File: src/include/pwc_defs.svh
`ifndef PWC_DEFS_SVH
`define PWC_DEFS_SVH

`define PWC_ADDR_CTRL    8'hAE
`define PWC_ADDR_CFG     8'hAF
`define PWC_ADDR_D0L     8'hEE
`define PWC_ADDR_D0H     8'hEF
`define PWC_ADDR_D1L     8'hB1
`define PWC_ADDR_D1H     8'hB2
`define PWC_CTRL_RST     8'h00
`define PWC_CFG_RST      8'h10
`define PWC_BIT_OFF      7
`define PWC_BIT_STKX     7
`define PWC_BIT_PINSEL   6
`define PWC_BIT_DACBYP   5
`define PWC_BIT_SPIMV    1
`define PWC_BIT_XMAP     0
`define PWC_XTAL_DIV     4'hE
`define PWC_XMAP_TOP     24'h000800

`endif

File: src/include/pwc_pkg.sv
package pwc_pkg;
  typedef enum logic [2:0] {
    PWC_MODE_OFF  = 3'b000,
    PWC_MODE_VAR  = 3'b001,
    PWC_MODE_TW8  = 3'b010,
    PWC_MODE_TW16 = 3'b011,
    PWC_MODE_NRZ  = 3'b100,
    PWC_MODE_DU8  = 3'b101,
    PWC_MODE_RZ   = 3'b110,
    PWC_MODE_RSV  = 3'b111
  } pwc_mode_t;
  typedef logic [7:0] pwc_byte_t;
endpackage

File: src/include/pwc_tick_if.sv
`timescale 1ns/10ps
interface pwc_tick_if;
  logic [1:0] src;
  logic [1:0] pre;
  logic [2:0] div;
  logic       ext_lvl;
  logic       restart;
  logic       tick;
  modport gen (input src, pre, div, ext_lvl, restart, output tick);
  modport use_side (output src, pre, div, ext_lvl, restart, input tick);
endinterface

File: src/logic/pwc_tick_gen.sv
`timescale 1ns/10ps
`include "pwc_defs.svh"
module pwc_tick_gen (
  input  wire logic clk,     // System clock.
  input  wire logic sys_rst, // Asynchronous reset, high.
  input  wire logic vco_clk_lvl, // Synchronised fast-source enable level.
  pwc_tick_if.gen   tk       // Clock selection and counter tick.
);
  import pwc_pkg::*;

  logic [10:0] osc_cnt;
  logic [3:0]  x15_cnt;
  logic [5:0]  pre_cnt;
  logic        ext_d;
  logic        base_tick;
  logic        src_tick;
  logic [10:0] div_last;

  always_comb begin
    div_last = (11'h020 << tk.div) - 11'h001;
  end

  // Oscillator over the divide factor stands in for the crystal.
  always_ff @(posedge clk or posedge sys_rst) begin
    if (sys_rst) begin
      osc_cnt <= 11'h000;
    end else if (tk.restart || (osc_cnt >= div_last)) begin
      osc_cnt <= 11'h000;
    end else begin
      osc_cnt <= osc_cnt + 11'h001;
    end
  end

  assign base_tick = (osc_cnt >= div_last);

  always_ff @(posedge clk or posedge sys_rst) begin
    if (sys_rst) begin
      x15_cnt <= 4'h0;
    end else if (tk.restart) begin
      x15_cnt <= 4'h0;
    end else if (base_tick) begin
      x15_cnt <= (x15_cnt == `PWC_XTAL_DIV) ? 4'h0 : x15_cnt + 4'h1;
    end
  end

  always_ff @(posedge clk or posedge sys_rst) begin
    if (sys_rst) begin
      ext_d <= 1'b0;
    end else begin
      ext_d <= tk.ext_lvl;
    end
  end

  always_comb begin
    case (tk.src)
      2'b00:   src_tick = base_tick && (x15_cnt == `PWC_XTAL_DIV);
      2'b01:   src_tick = base_tick;
      2'b10:   src_tick = tk.ext_lvl && !ext_d;
      2'b11:   src_tick = vco_clk_lvl;
      default: src_tick = 1'b0;
    endcase
  end

  always_ff @(posedge clk or posedge sys_rst) begin
    if (sys_rst) begin
      pre_cnt <= 6'h00;
    end else if (tk.restart) begin
      pre_cnt <= 6'h00;
    end else if (src_tick) begin
      pre_cnt <= pre_cnt + 6'h01;
    end
  end

  always_comb begin
    case (tk.pre)
      2'b00:   tk.tick = src_tick;
      2'b01:   tk.tick = src_tick && (pre_cnt[1:0] == 2'h3);
      2'b10:   tk.tick = src_tick && (pre_cnt[3:0] == 4'hF);
      2'b11:   tk.tick = src_tick && (pre_cnt == 6'h3F);
      default: tk.tick = 1'b0;
    endcase
  end
endmodule

File: src/logic/pwc_top.sv
`timescale 1ns/10ps
`include "pwc_defs.svh"
// Function
// Writing control selects mode and clock and clears the counter.
// 16-bit modes: low byte held hidden; high write loads; applies next cycle.
// Mode field decodes disabled, variable, twin 8/16, sigma-delta, dual 8; the code runs the sigma-delta codes 100 and 110 as the mode 3 16-bit PWM.
// Control bit 7 releases the first output pin to the port.
// Prescale divides the selected clock by 1, 4, 16 or 64.
// Source: crystal/15, crystal, external pin, or fast clock.
// Config bit 6 picks port 3 pins or port 2 pins for outputs.
// Three-bit divide factor 32 to 1024 for the oscillator division; the code divides by 32 to 2048 (codes 6 and 7 both give 2048).
// Divide factor preset at power-up; reset value 10H.
// Config bit 7 selects extended stack carry into the high byte.
// Config bit 5 bypasses the DAC output buffer.
// Config bit 1 moves the SPI pins to port 3 bits 3 to 5.
// Config bit 0 maps internal 2 kB data memory at the bottom.
// Internal data memory accesses leave ports 0 and 2 idle.
// Two 16-bit compare pairs set the duty of both outputs.
// Mode 1: second pair is period, first pair is duty.
// Mode 2: second low is period; edges set by the bytes.
// Mode 3: fixed 16-bit range, outputs high below compare.
// Mode 0 and 111 stop the counter and leave pins undriven.
module pwc_top (
  input  wire logic             clk,          // System clock, 25 MHz.
  input  wire logic             sys_rst,      // Asynchronous reset, high.
  input  wire logic             sfr_wr,       // Register write strobe.
  input  wire logic             sfr_rd,       // Register read strobe.
  input  wire logic [7:0]       sfr_addr,     // Direct register address.
  input  wire pwc_pkg::pwc_byte_t sfr_wdata,  // Write data.
  output logic [7:0]            sfr_rdata,    // Read data, registered.
  output logic                  sfr_hit,      // Address belongs to block.
  input  wire logic             ext_clk_pin,  // External counter clock pin.
  input  wire logic             fast_clk_pin, // Fast clock source level.
  input  wire logic [23:0]      xdata_addr,   // Data move address.
  input  wire logic             xdata_req,    // Data move request.
  output logic                  xdata_int,    // Access hits internal memory.
  output logic                  xdata_ext,    // Access uses the port bus.
  output logic                  stack_extend_en,      // Stack carry mode.
  output logic                  dac_buffer_bypass,    // DAC buffer bypass.
  output logic                  spi_pin_relocate,     // SPI on port 3.
  output logic [2:0]            divide_factor,        // Flash clock divide.
  output logic                  p2_6_out,     // Port 2 bit 6 drive value.
  output logic                  p2_6_oe,      // Port 2 bit 6 enable.
  output logic                  p2_7_out,     // Port 2 bit 7 drive value.
  output logic                  p2_7_oe,      // Port 2 bit 7 enable.
  output logic                  p3_4_out,     // Port 3 bit 4 drive value.
  output logic                  p3_4_oe,      // Port 3 bit 4 enable.
  output logic                  p3_3_out,     // Port 3 bit 3 drive value.
  output logic                  p3_3_oe       // Port 3 bit 3 enable.
);
  import pwc_pkg::*;

  ////////////////////////////////////////////////////////////////////////////
  pwc_byte_t   pwm_control_reg;
  pwc_byte_t   feature_config_reg;
  pwc_byte_t   duty0_high;
  pwc_byte_t   duty0_low;
  pwc_byte_t   duty1_high;
  pwc_byte_t   duty1_low;
  pwc_byte_t   hold0_low;
  pwc_byte_t   hold1_low;
  logic [15:0] act0;
  logic [15:0] act1;
  logic [15:0] cnt;
  logic [15:0] next_cnt;
  logic        cyc_end;
  logic        out0;
  logic        out1;
  logic        run;
  logic        wr_ctrl;
  logic [2:0]  ext_sync;
  logic [2:0]  fast_sync;
  logic        ext_lvl;
  logic        fast_lvl;
  pwc_mode_t   mode;
  logic        is16;
  logic        en0;
  logic        en1;

  pwc_tick_if tk ();

  function automatic logic mode_is16(input pwc_mode_t m);
    mode_is16 = (m == PWC_MODE_VAR) || (m == PWC_MODE_TW16) ||
                (m == PWC_MODE_NRZ) || (m == PWC_MODE_RZ);
  endfunction

  assign mode    = pwc_mode_t'(pwm_control_reg[6:4]);
  assign is16    = mode_is16(mode);
  assign wr_ctrl = sfr_wr && (sfr_addr == `PWC_ADDR_CTRL);
  assign run     = (mode != PWC_MODE_OFF) && (mode != PWC_MODE_RSV);

  ////////////////////////////////////////////////////////////////////////////
  // Pin inputs pass three flops; a change counts once stages two and three
  // agree.
  always_ff @(posedge clk or posedge sys_rst) begin
    if (sys_rst) begin
      ext_sync  <= 3'h0;
      fast_sync <= 3'h0;
      ext_lvl   <= 1'b0;
      fast_lvl  <= 1'b0;
    end else begin
      ext_sync  <= {ext_sync[1:0], ext_clk_pin};
      fast_sync <= {fast_sync[1:0], fast_clk_pin};
      if (ext_sync[1] == ext_sync[2]) begin
        ext_lvl <= ext_sync[2];
      end
      if (fast_sync[1] == fast_sync[2]) begin
        fast_lvl <= fast_sync[2];
      end
    end
  end

  assign tk.src     = pwm_control_reg[1:0];
  assign tk.pre     = pwm_control_reg[3:2];
  assign tk.div     = feature_config_reg[4:2];
  assign tk.ext_lvl = ext_lvl;
  assign tk.restart = wr_ctrl;

  pwc_tick_gen u_tick (
    .clk         (clk),
    .sys_rst     (sys_rst),
    .vco_clk_lvl (fast_lvl),
    .tk          (tk)
  );

  ////////////////////////////////////////////////////////////////////////////
  // Register writes.
  always_ff @(posedge clk or posedge sys_rst) begin
    if (sys_rst) begin
      pwm_control_reg    <= `PWC_CTRL_RST;
      feature_config_reg <= `PWC_CFG_RST;
    end else if (sfr_wr) begin
      if (sfr_addr == `PWC_ADDR_CTRL) begin
        pwm_control_reg <= sfr_wdata;
      end
      if (sfr_addr == `PWC_ADDR_CFG) begin
        feature_config_reg <= sfr_wdata;
      end
    end
  end

  // In 16-bit modes the low byte waits in a hidden holder until the high
  // byte is written; 8-bit modes write straight through.
  always_ff @(posedge clk or posedge sys_rst) begin
    if (sys_rst) begin
      duty0_high <= 8'h00;
      duty0_low  <= 8'h00;
      duty1_high <= 8'h00;
      duty1_low  <= 8'h00;
      hold0_low  <= 8'h00;
      hold1_low  <= 8'h00;
    end else if (sfr_wr) begin
      case (sfr_addr)
        `PWC_ADDR_D0L: begin
          hold0_low <= sfr_wdata;
          if (!is16) begin
            duty0_low <= sfr_wdata;
          end
        end
        `PWC_ADDR_D1L: begin
          hold1_low <= sfr_wdata;
          if (!is16) begin
            duty1_low <= sfr_wdata;
          end
        end
        `PWC_ADDR_D0H: begin
          duty0_high <= sfr_wdata;
          if (is16) begin
            duty0_low <= hold0_low;
          end
        end
        `PWC_ADDR_D1H: begin
          duty1_high <= sfr_wdata;
          if (is16) begin
            duty1_low <= hold1_low;
          end
        end
        default: begin
        end
      endcase
    end
  end

  ////////////////////////////////////////////////////////////////////////////
  // Counter and cycle end per mode.
  always_comb begin
    case (mode)
      PWC_MODE_VAR:  cyc_end = (cnt >= ({duty1_high, duty1_low} - 16'h0001));
      PWC_MODE_TW8,
      PWC_MODE_DU8:  cyc_end = (cnt[7:0] >= duty1_low);
      default:       cyc_end = (cnt == 16'hFFFF);
    endcase
  end

  always_comb begin
    if (cyc_end) begin
      next_cnt = 16'h0000;
    end else begin
      next_cnt = cnt + 16'h0001;
    end
  end

  always_ff @(posedge clk or posedge sys_rst) begin
    if (sys_rst) begin
      cnt <= 16'h0000;
    end else if (wr_ctrl || !run) begin
      cnt <= 16'h0000;
    end else if (tk.tick) begin
      cnt <= next_cnt;
    end
  end

  // Compare values take effect at the end of the running cycle, on a control write, or while stopped.
  always_ff @(posedge clk or posedge sys_rst) begin
    if (sys_rst) begin
      act0 <= 16'h0000;
      act1 <= 16'h0000;
    end else if (wr_ctrl || !run || (tk.tick && cyc_end)) begin
      act0 <= {duty0_high, duty0_low};
      act1 <= {duty1_high, duty1_low};
    end
  end

  always_comb begin
    case (mode)
      PWC_MODE_VAR: begin
        out0 = 1'b0;
        out1 = (cnt < act0);
      end
      PWC_MODE_TW8, PWC_MODE_DU8: begin
        out0 = (cnt[7:0] < act0[7:0]);
        out1 = (cnt[7:0] >= act1[15:8]) && (cnt[7:0] < act0[15:8]);
      end
      PWC_MODE_TW16, PWC_MODE_NRZ, PWC_MODE_RZ: begin
        out0 = (cnt < act0);
        out1 = (cnt < act1);
      end
      default: begin
        out0 = 1'b0;
        out1 = 1'b0;
      end
    endcase
  end

  ////////////////////////////////////////////////////////////////////////////
  // Output pins.
  assign en0 = run && (mode != PWC_MODE_VAR) &&
               !pwm_control_reg[`PWC_BIT_OFF];
  assign en1 = run;

  always_ff @(posedge clk or posedge sys_rst) begin
    if (sys_rst) begin
      p2_6_out <= 1'b0;
      p2_6_oe  <= 1'b0;
      p2_7_out <= 1'b0;
      p2_7_oe  <= 1'b0;
      p3_4_out <= 1'b0;
      p3_4_oe  <= 1'b0;
      p3_3_out <= 1'b0;
      p3_3_oe  <= 1'b0;
    end else begin
      p3_4_out <= out0;
      p3_3_out <= out1;
      p2_6_out <= out0;
      p2_7_out <= out1;
      p3_4_oe  <= en0 && feature_config_reg[`PWC_BIT_PINSEL];
      p3_3_oe  <= en1 && feature_config_reg[`PWC_BIT_PINSEL];
      p2_6_oe  <= en0 && !feature_config_reg[`PWC_BIT_PINSEL];
      p2_7_oe  <= en1 && !feature_config_reg[`PWC_BIT_PINSEL];
    end
  end

  ////////////////////////////////////////////////////////////////////////////
  // Feature controls and data memory routing.
  assign stack_extend_en   = feature_config_reg[`PWC_BIT_STKX];
  assign dac_buffer_bypass = feature_config_reg[`PWC_BIT_DACBYP];
  assign spi_pin_relocate  = feature_config_reg[`PWC_BIT_SPIMV];
  assign divide_factor     = feature_config_reg[4:2];

  always_ff @(posedge clk or posedge sys_rst) begin
    if (sys_rst) begin
      xdata_int <= 1'b0;
      xdata_ext <= 1'b0;
    end else begin
      xdata_int <= xdata_req && feature_config_reg[`PWC_BIT_XMAP] &&
                   (xdata_addr < `PWC_XMAP_TOP);
      xdata_ext <= xdata_req && !(feature_config_reg[`PWC_BIT_XMAP] &&
                   (xdata_addr < `PWC_XMAP_TOP));
    end
  end

  ////////////////////////////////////////////////////////////////////////////
  // Register reads.
  always_comb begin
    case (sfr_addr)
      `PWC_ADDR_CTRL, `PWC_ADDR_CFG, `PWC_ADDR_D0L, `PWC_ADDR_D0H,
      `PWC_ADDR_D1L, `PWC_ADDR_D1H: sfr_hit = 1'b1;
      default:                      sfr_hit = 1'b0;
    endcase
  end

  always_ff @(posedge clk or posedge sys_rst) begin
    if (sys_rst) begin
      sfr_rdata <= 8'h00;
    end else if (sfr_rd) begin
      case (sfr_addr)
        `PWC_ADDR_CTRL: sfr_rdata <= pwm_control_reg;
        `PWC_ADDR_CFG:  sfr_rdata <= feature_config_reg;
        `PWC_ADDR_D0L:  sfr_rdata <= duty0_low;
        `PWC_ADDR_D0H:  sfr_rdata <= duty0_high;
        `PWC_ADDR_D1L:  sfr_rdata <= duty1_low;
        `PWC_ADDR_D1H:  sfr_rdata <= duty1_high;
        default:        sfr_rdata <= 8'h00;
      endcase
    end
  end
endmodule

File: config.mk
export PLATFORM = sky130hd
export DESIGN_NAME = pwc_top
export DESIGN_NICKNAME = d
export VERILOG_FILES = /design/src/include/pwc_pkg.sv /design/src/include/pwc_tick_if.sv /design/src/logic/pwc_tick_gen.sv /design/src/logic/pwc_top.sv
export VERILOG_INCLUDE_DIRS = /design/src /design/src/include
export SDC_FILE = /design/constraint.sdc
export NUM_CORES = 1
export LEC_CHECK = 0
export ABC_AREA = 1
export ABC_CLOCK_PERIOD_IN_PS = 13450
export BUFFER_PORTS_ARGS = -buffer_cell sky130_fd_sc_hd__buf_2
export CORE_MARGIN = 1
export CORE_UTILIZATION = 57
export CTS_CLUSTER_DIAMETER = 100
export DETAILED_ROUTE_END_ITERATION = 10
export HOLD_SLACK_MARGIN = 0.02
export PLACE_DENSITY = 0.79
export SYNTH_ARGS = -nofsm -noshare
export SYNTH_HDL_FRONTEND = slang
export SYNTH_SLANG_ARGS = --single-unit
File: constraint.sdc
create_clock -name clk -period 13.45 [get_ports clk]
set_input_delay 2.0175 -clock clk [delete_from_list [all_inputs] [get_ports clk]]
set_output_delay 2.0175 -clock clk [all_outputs]
set_load 0.01 [all_outputs]
==> flow_summary.toml <==
[outcome]
status = "finished, final reports clean"

[layout]
layoutNonFillerInstCount = 1460
fin_nets = 1359
antenna_cells = 0
drive_gt1_share_pct = 9.73
reg.largest.list = "act0: 16 flops, act1: 16 flops, cnt: 16 flops"
finalInstanceArea_um2 = 10300
area_delta_synth_final_pct = 9.84

[global_routing]
grt_pass1_wl_um = 38000
grt_overflow_total = 0
first_global_vias = 7549
grt_usage_pct = 29.3
antenna_found_initial = 0
grt_max_degree = 89

[setup_path]
crit_arrival_ns = 3.54
path_max_fanout = 27
start_kind = "input port"
crit_type = "in -> out"
required_ns = 11.43
endpoint_kind = "output port"

[synth]
synth_flop_cell = "dfrtp_1"
synth_edf_count = 0
synth_largest_area_cell = "dfrtp_1"
async_reset_ff_share_pct = 100
synthMostInstantiatedCell = "nand2_1"
netlist_top_cells_count = "nand2_1 (304), dfrtp_1 (157), inv_1 (147)"
synth_cells = 1186
synth_top_area_share_pct = 41.7
ys_seq_area_share_pct = 42.0
avgSynthCellArea_um2 = 7.95
ys_ff_latch = 158
yosys-top-cells-area = "dfrtp_1 (42%), nand2_1 (12%), ha_1 (11%)"
ys_warn_count = 0
synthesis.area_um2 = 9420
syn_nets = 1313
synth_cell_types = 44

[timing]
final_max_slew_viol_count = 0
rsz0062_at_grt = "no"
period_needed_ns = 5.56
setup_violations = 0
slew_headroom_pct = 23.2
fmax_mhz = 180
fin_crit_sh_pct = 41.3
report.final.hold_viol_count = 0
worstMarginPinSlew_ns = 1.15
whs_ns = 0.354
skew_ns = 0.0112
setup-tns-final_ns = 0

[pwr]
peakVddDrop_mv = 0.100
share_comb_of_total_power_pct = 16.1
internal-power_uw = 850
powerDensity_nw_per_um2 = 118
pwr-share-seq_pct = 45.7
p_switching_uw = 374
swShare_pct = 30.6
p_leak_uw = 0.00540
p_total_uw = 1220
p_clk_share_pct = 38.2

[floorplan]
start_util_pct = 58.9
die_h_um = 131
die_x_um = 131
rows = 46
ios = 72
core-area_um2 = 16000
die_area_um2 = 17000

[clock_network]
cts-root-buf = "clkbuf_16"
cts.sinks = 158
h-tree-depth = 4
tritoncts = "yes"
cts_inserted_buffers = 17
ctsHoldBuffers = 0
clk_latency_ns = 0.43
clock_path_buffers = 2
cts_setup_buffers = 0
clk_pin_slew_ns = 0.06
cts_resized = 0

[placement]
placedCellCount = 1429
numPortBuffers = 60
dp_hpwl_um = 16700
gp_congestion = 0.897
dpl_cell_area_um2 = 9790

[run]
drv_cap = 0

[worst_hold_path]
hp-class = "reg -> reg"

[detailed_routing]
dr.max_layer_used = "met4"
vias_per_cell = 5.53
postRouteAntennaNets = 0
met3_length_um = 1410
m1WireLength_um = 10300
drt-initial-drc-count = 821
wire_per_inst_um = 15.8
vias = 8081
firstDrtPassIters = 6
wl_met2_um = 10500
drc = 0
routed_wl_um = 23100
logic make-up (layout without fill, tap and decap cells):
group	count (synthesis)	in the layout	share of synthesized area, %
multiplexers	1	1	0.106
AO/OA/AOI/OAI	196	196	11.3
flip-flops	158	158	42.0
adder cells (fa/ha/maj)	82	82	10.8
buffers and inverters	189	247	8.48
XOR/XNOR	31	31	2.88
AND/OR/NAND/NOR	529	529	24.4
worst max-delay path, cell delays in order:
cell	delay (ns)
buf_2	0.10
inv_1	0.04
nand3_1	0.10
nor2_2	0.26
nand2_1	0.55
nand3_1	0.30
buf_2	0.16
through the flow:
step / setup WS, ns / util [%]
floorplan: 7.17 / -
finish: 7.89 / 64.7
global route: 7.72 / 64.7
global placement: 7.93 / 61.2
detailed placement: 7.91 / 61.2
CTS: 7.91 / 64.7
worst paths after layout:
check | to | cells after the start | slack, ns | from
worst min-delay path | ext_sync[1] | 0 | 0.35 | ext_sync[0]
worst max-delay path | sfr_hit | 7 | 7.89 | sfr_addr[6]
max in group asynchronous | duty0_low[0] | 3 | 10.29 | sys_rst
worst min register to register | ext_sync[1] | 0 | 0.35 | ext_sync[0]
min in group asynchronous | act1[4] | 2 | 1.75 | sys_rst
worst max register to register | act0[3] | 19 | 9.20 | duty1_low[0]
placed cells by master (no fill, tap or decap), types with 8 or more instances in the layout:
master     netlist  final
nand2_1        304    304
dfrtp_1        157    157
inv_1          147    146
o21ai_0         98     98
ha_1            80     80
nor2_1          77     77
nand3_1         74     74
buf_2            6     60
a21oi_1         55     55
nand4_1         30     30
xor2_1          25     25
clkbuf_16        0     17
nor3_1          13     13
o21a_1          11     11
inv_2            8      8
layer usage:
metal / vias to the layer above / global-route usage, %
met5: - / 0
met4: 0 / 11.8
met3: 70 / 5.82
met2: 300 / 47.2
met1: 3729 / 38.9
li1: 3982 / -
cell type report:
class / count / area, um2
clock buffer: 18 / 429
clock inverter: 13 / 133
sequential: 158 / 3960
multi-input combinational: 839 / 4670
fill: 1385 / 5650
inverter: 155 / 587
tap: 216 / 270
timing repair buffer: 61 / 308
power groups by stage:
stage | Sequential [uW] | Clock (uW) | Combinational [uW]
finish | 560 | 467 | 197
global route | 565 | 490 | 229
CTS | 559 | 469 | 198
detailed placement | 567 | 0 | 196
global placement | 565 | 0 | 188
floorplan | 557 | 0 | 153
Note: power is estimated with default switching activity, not from simulation.
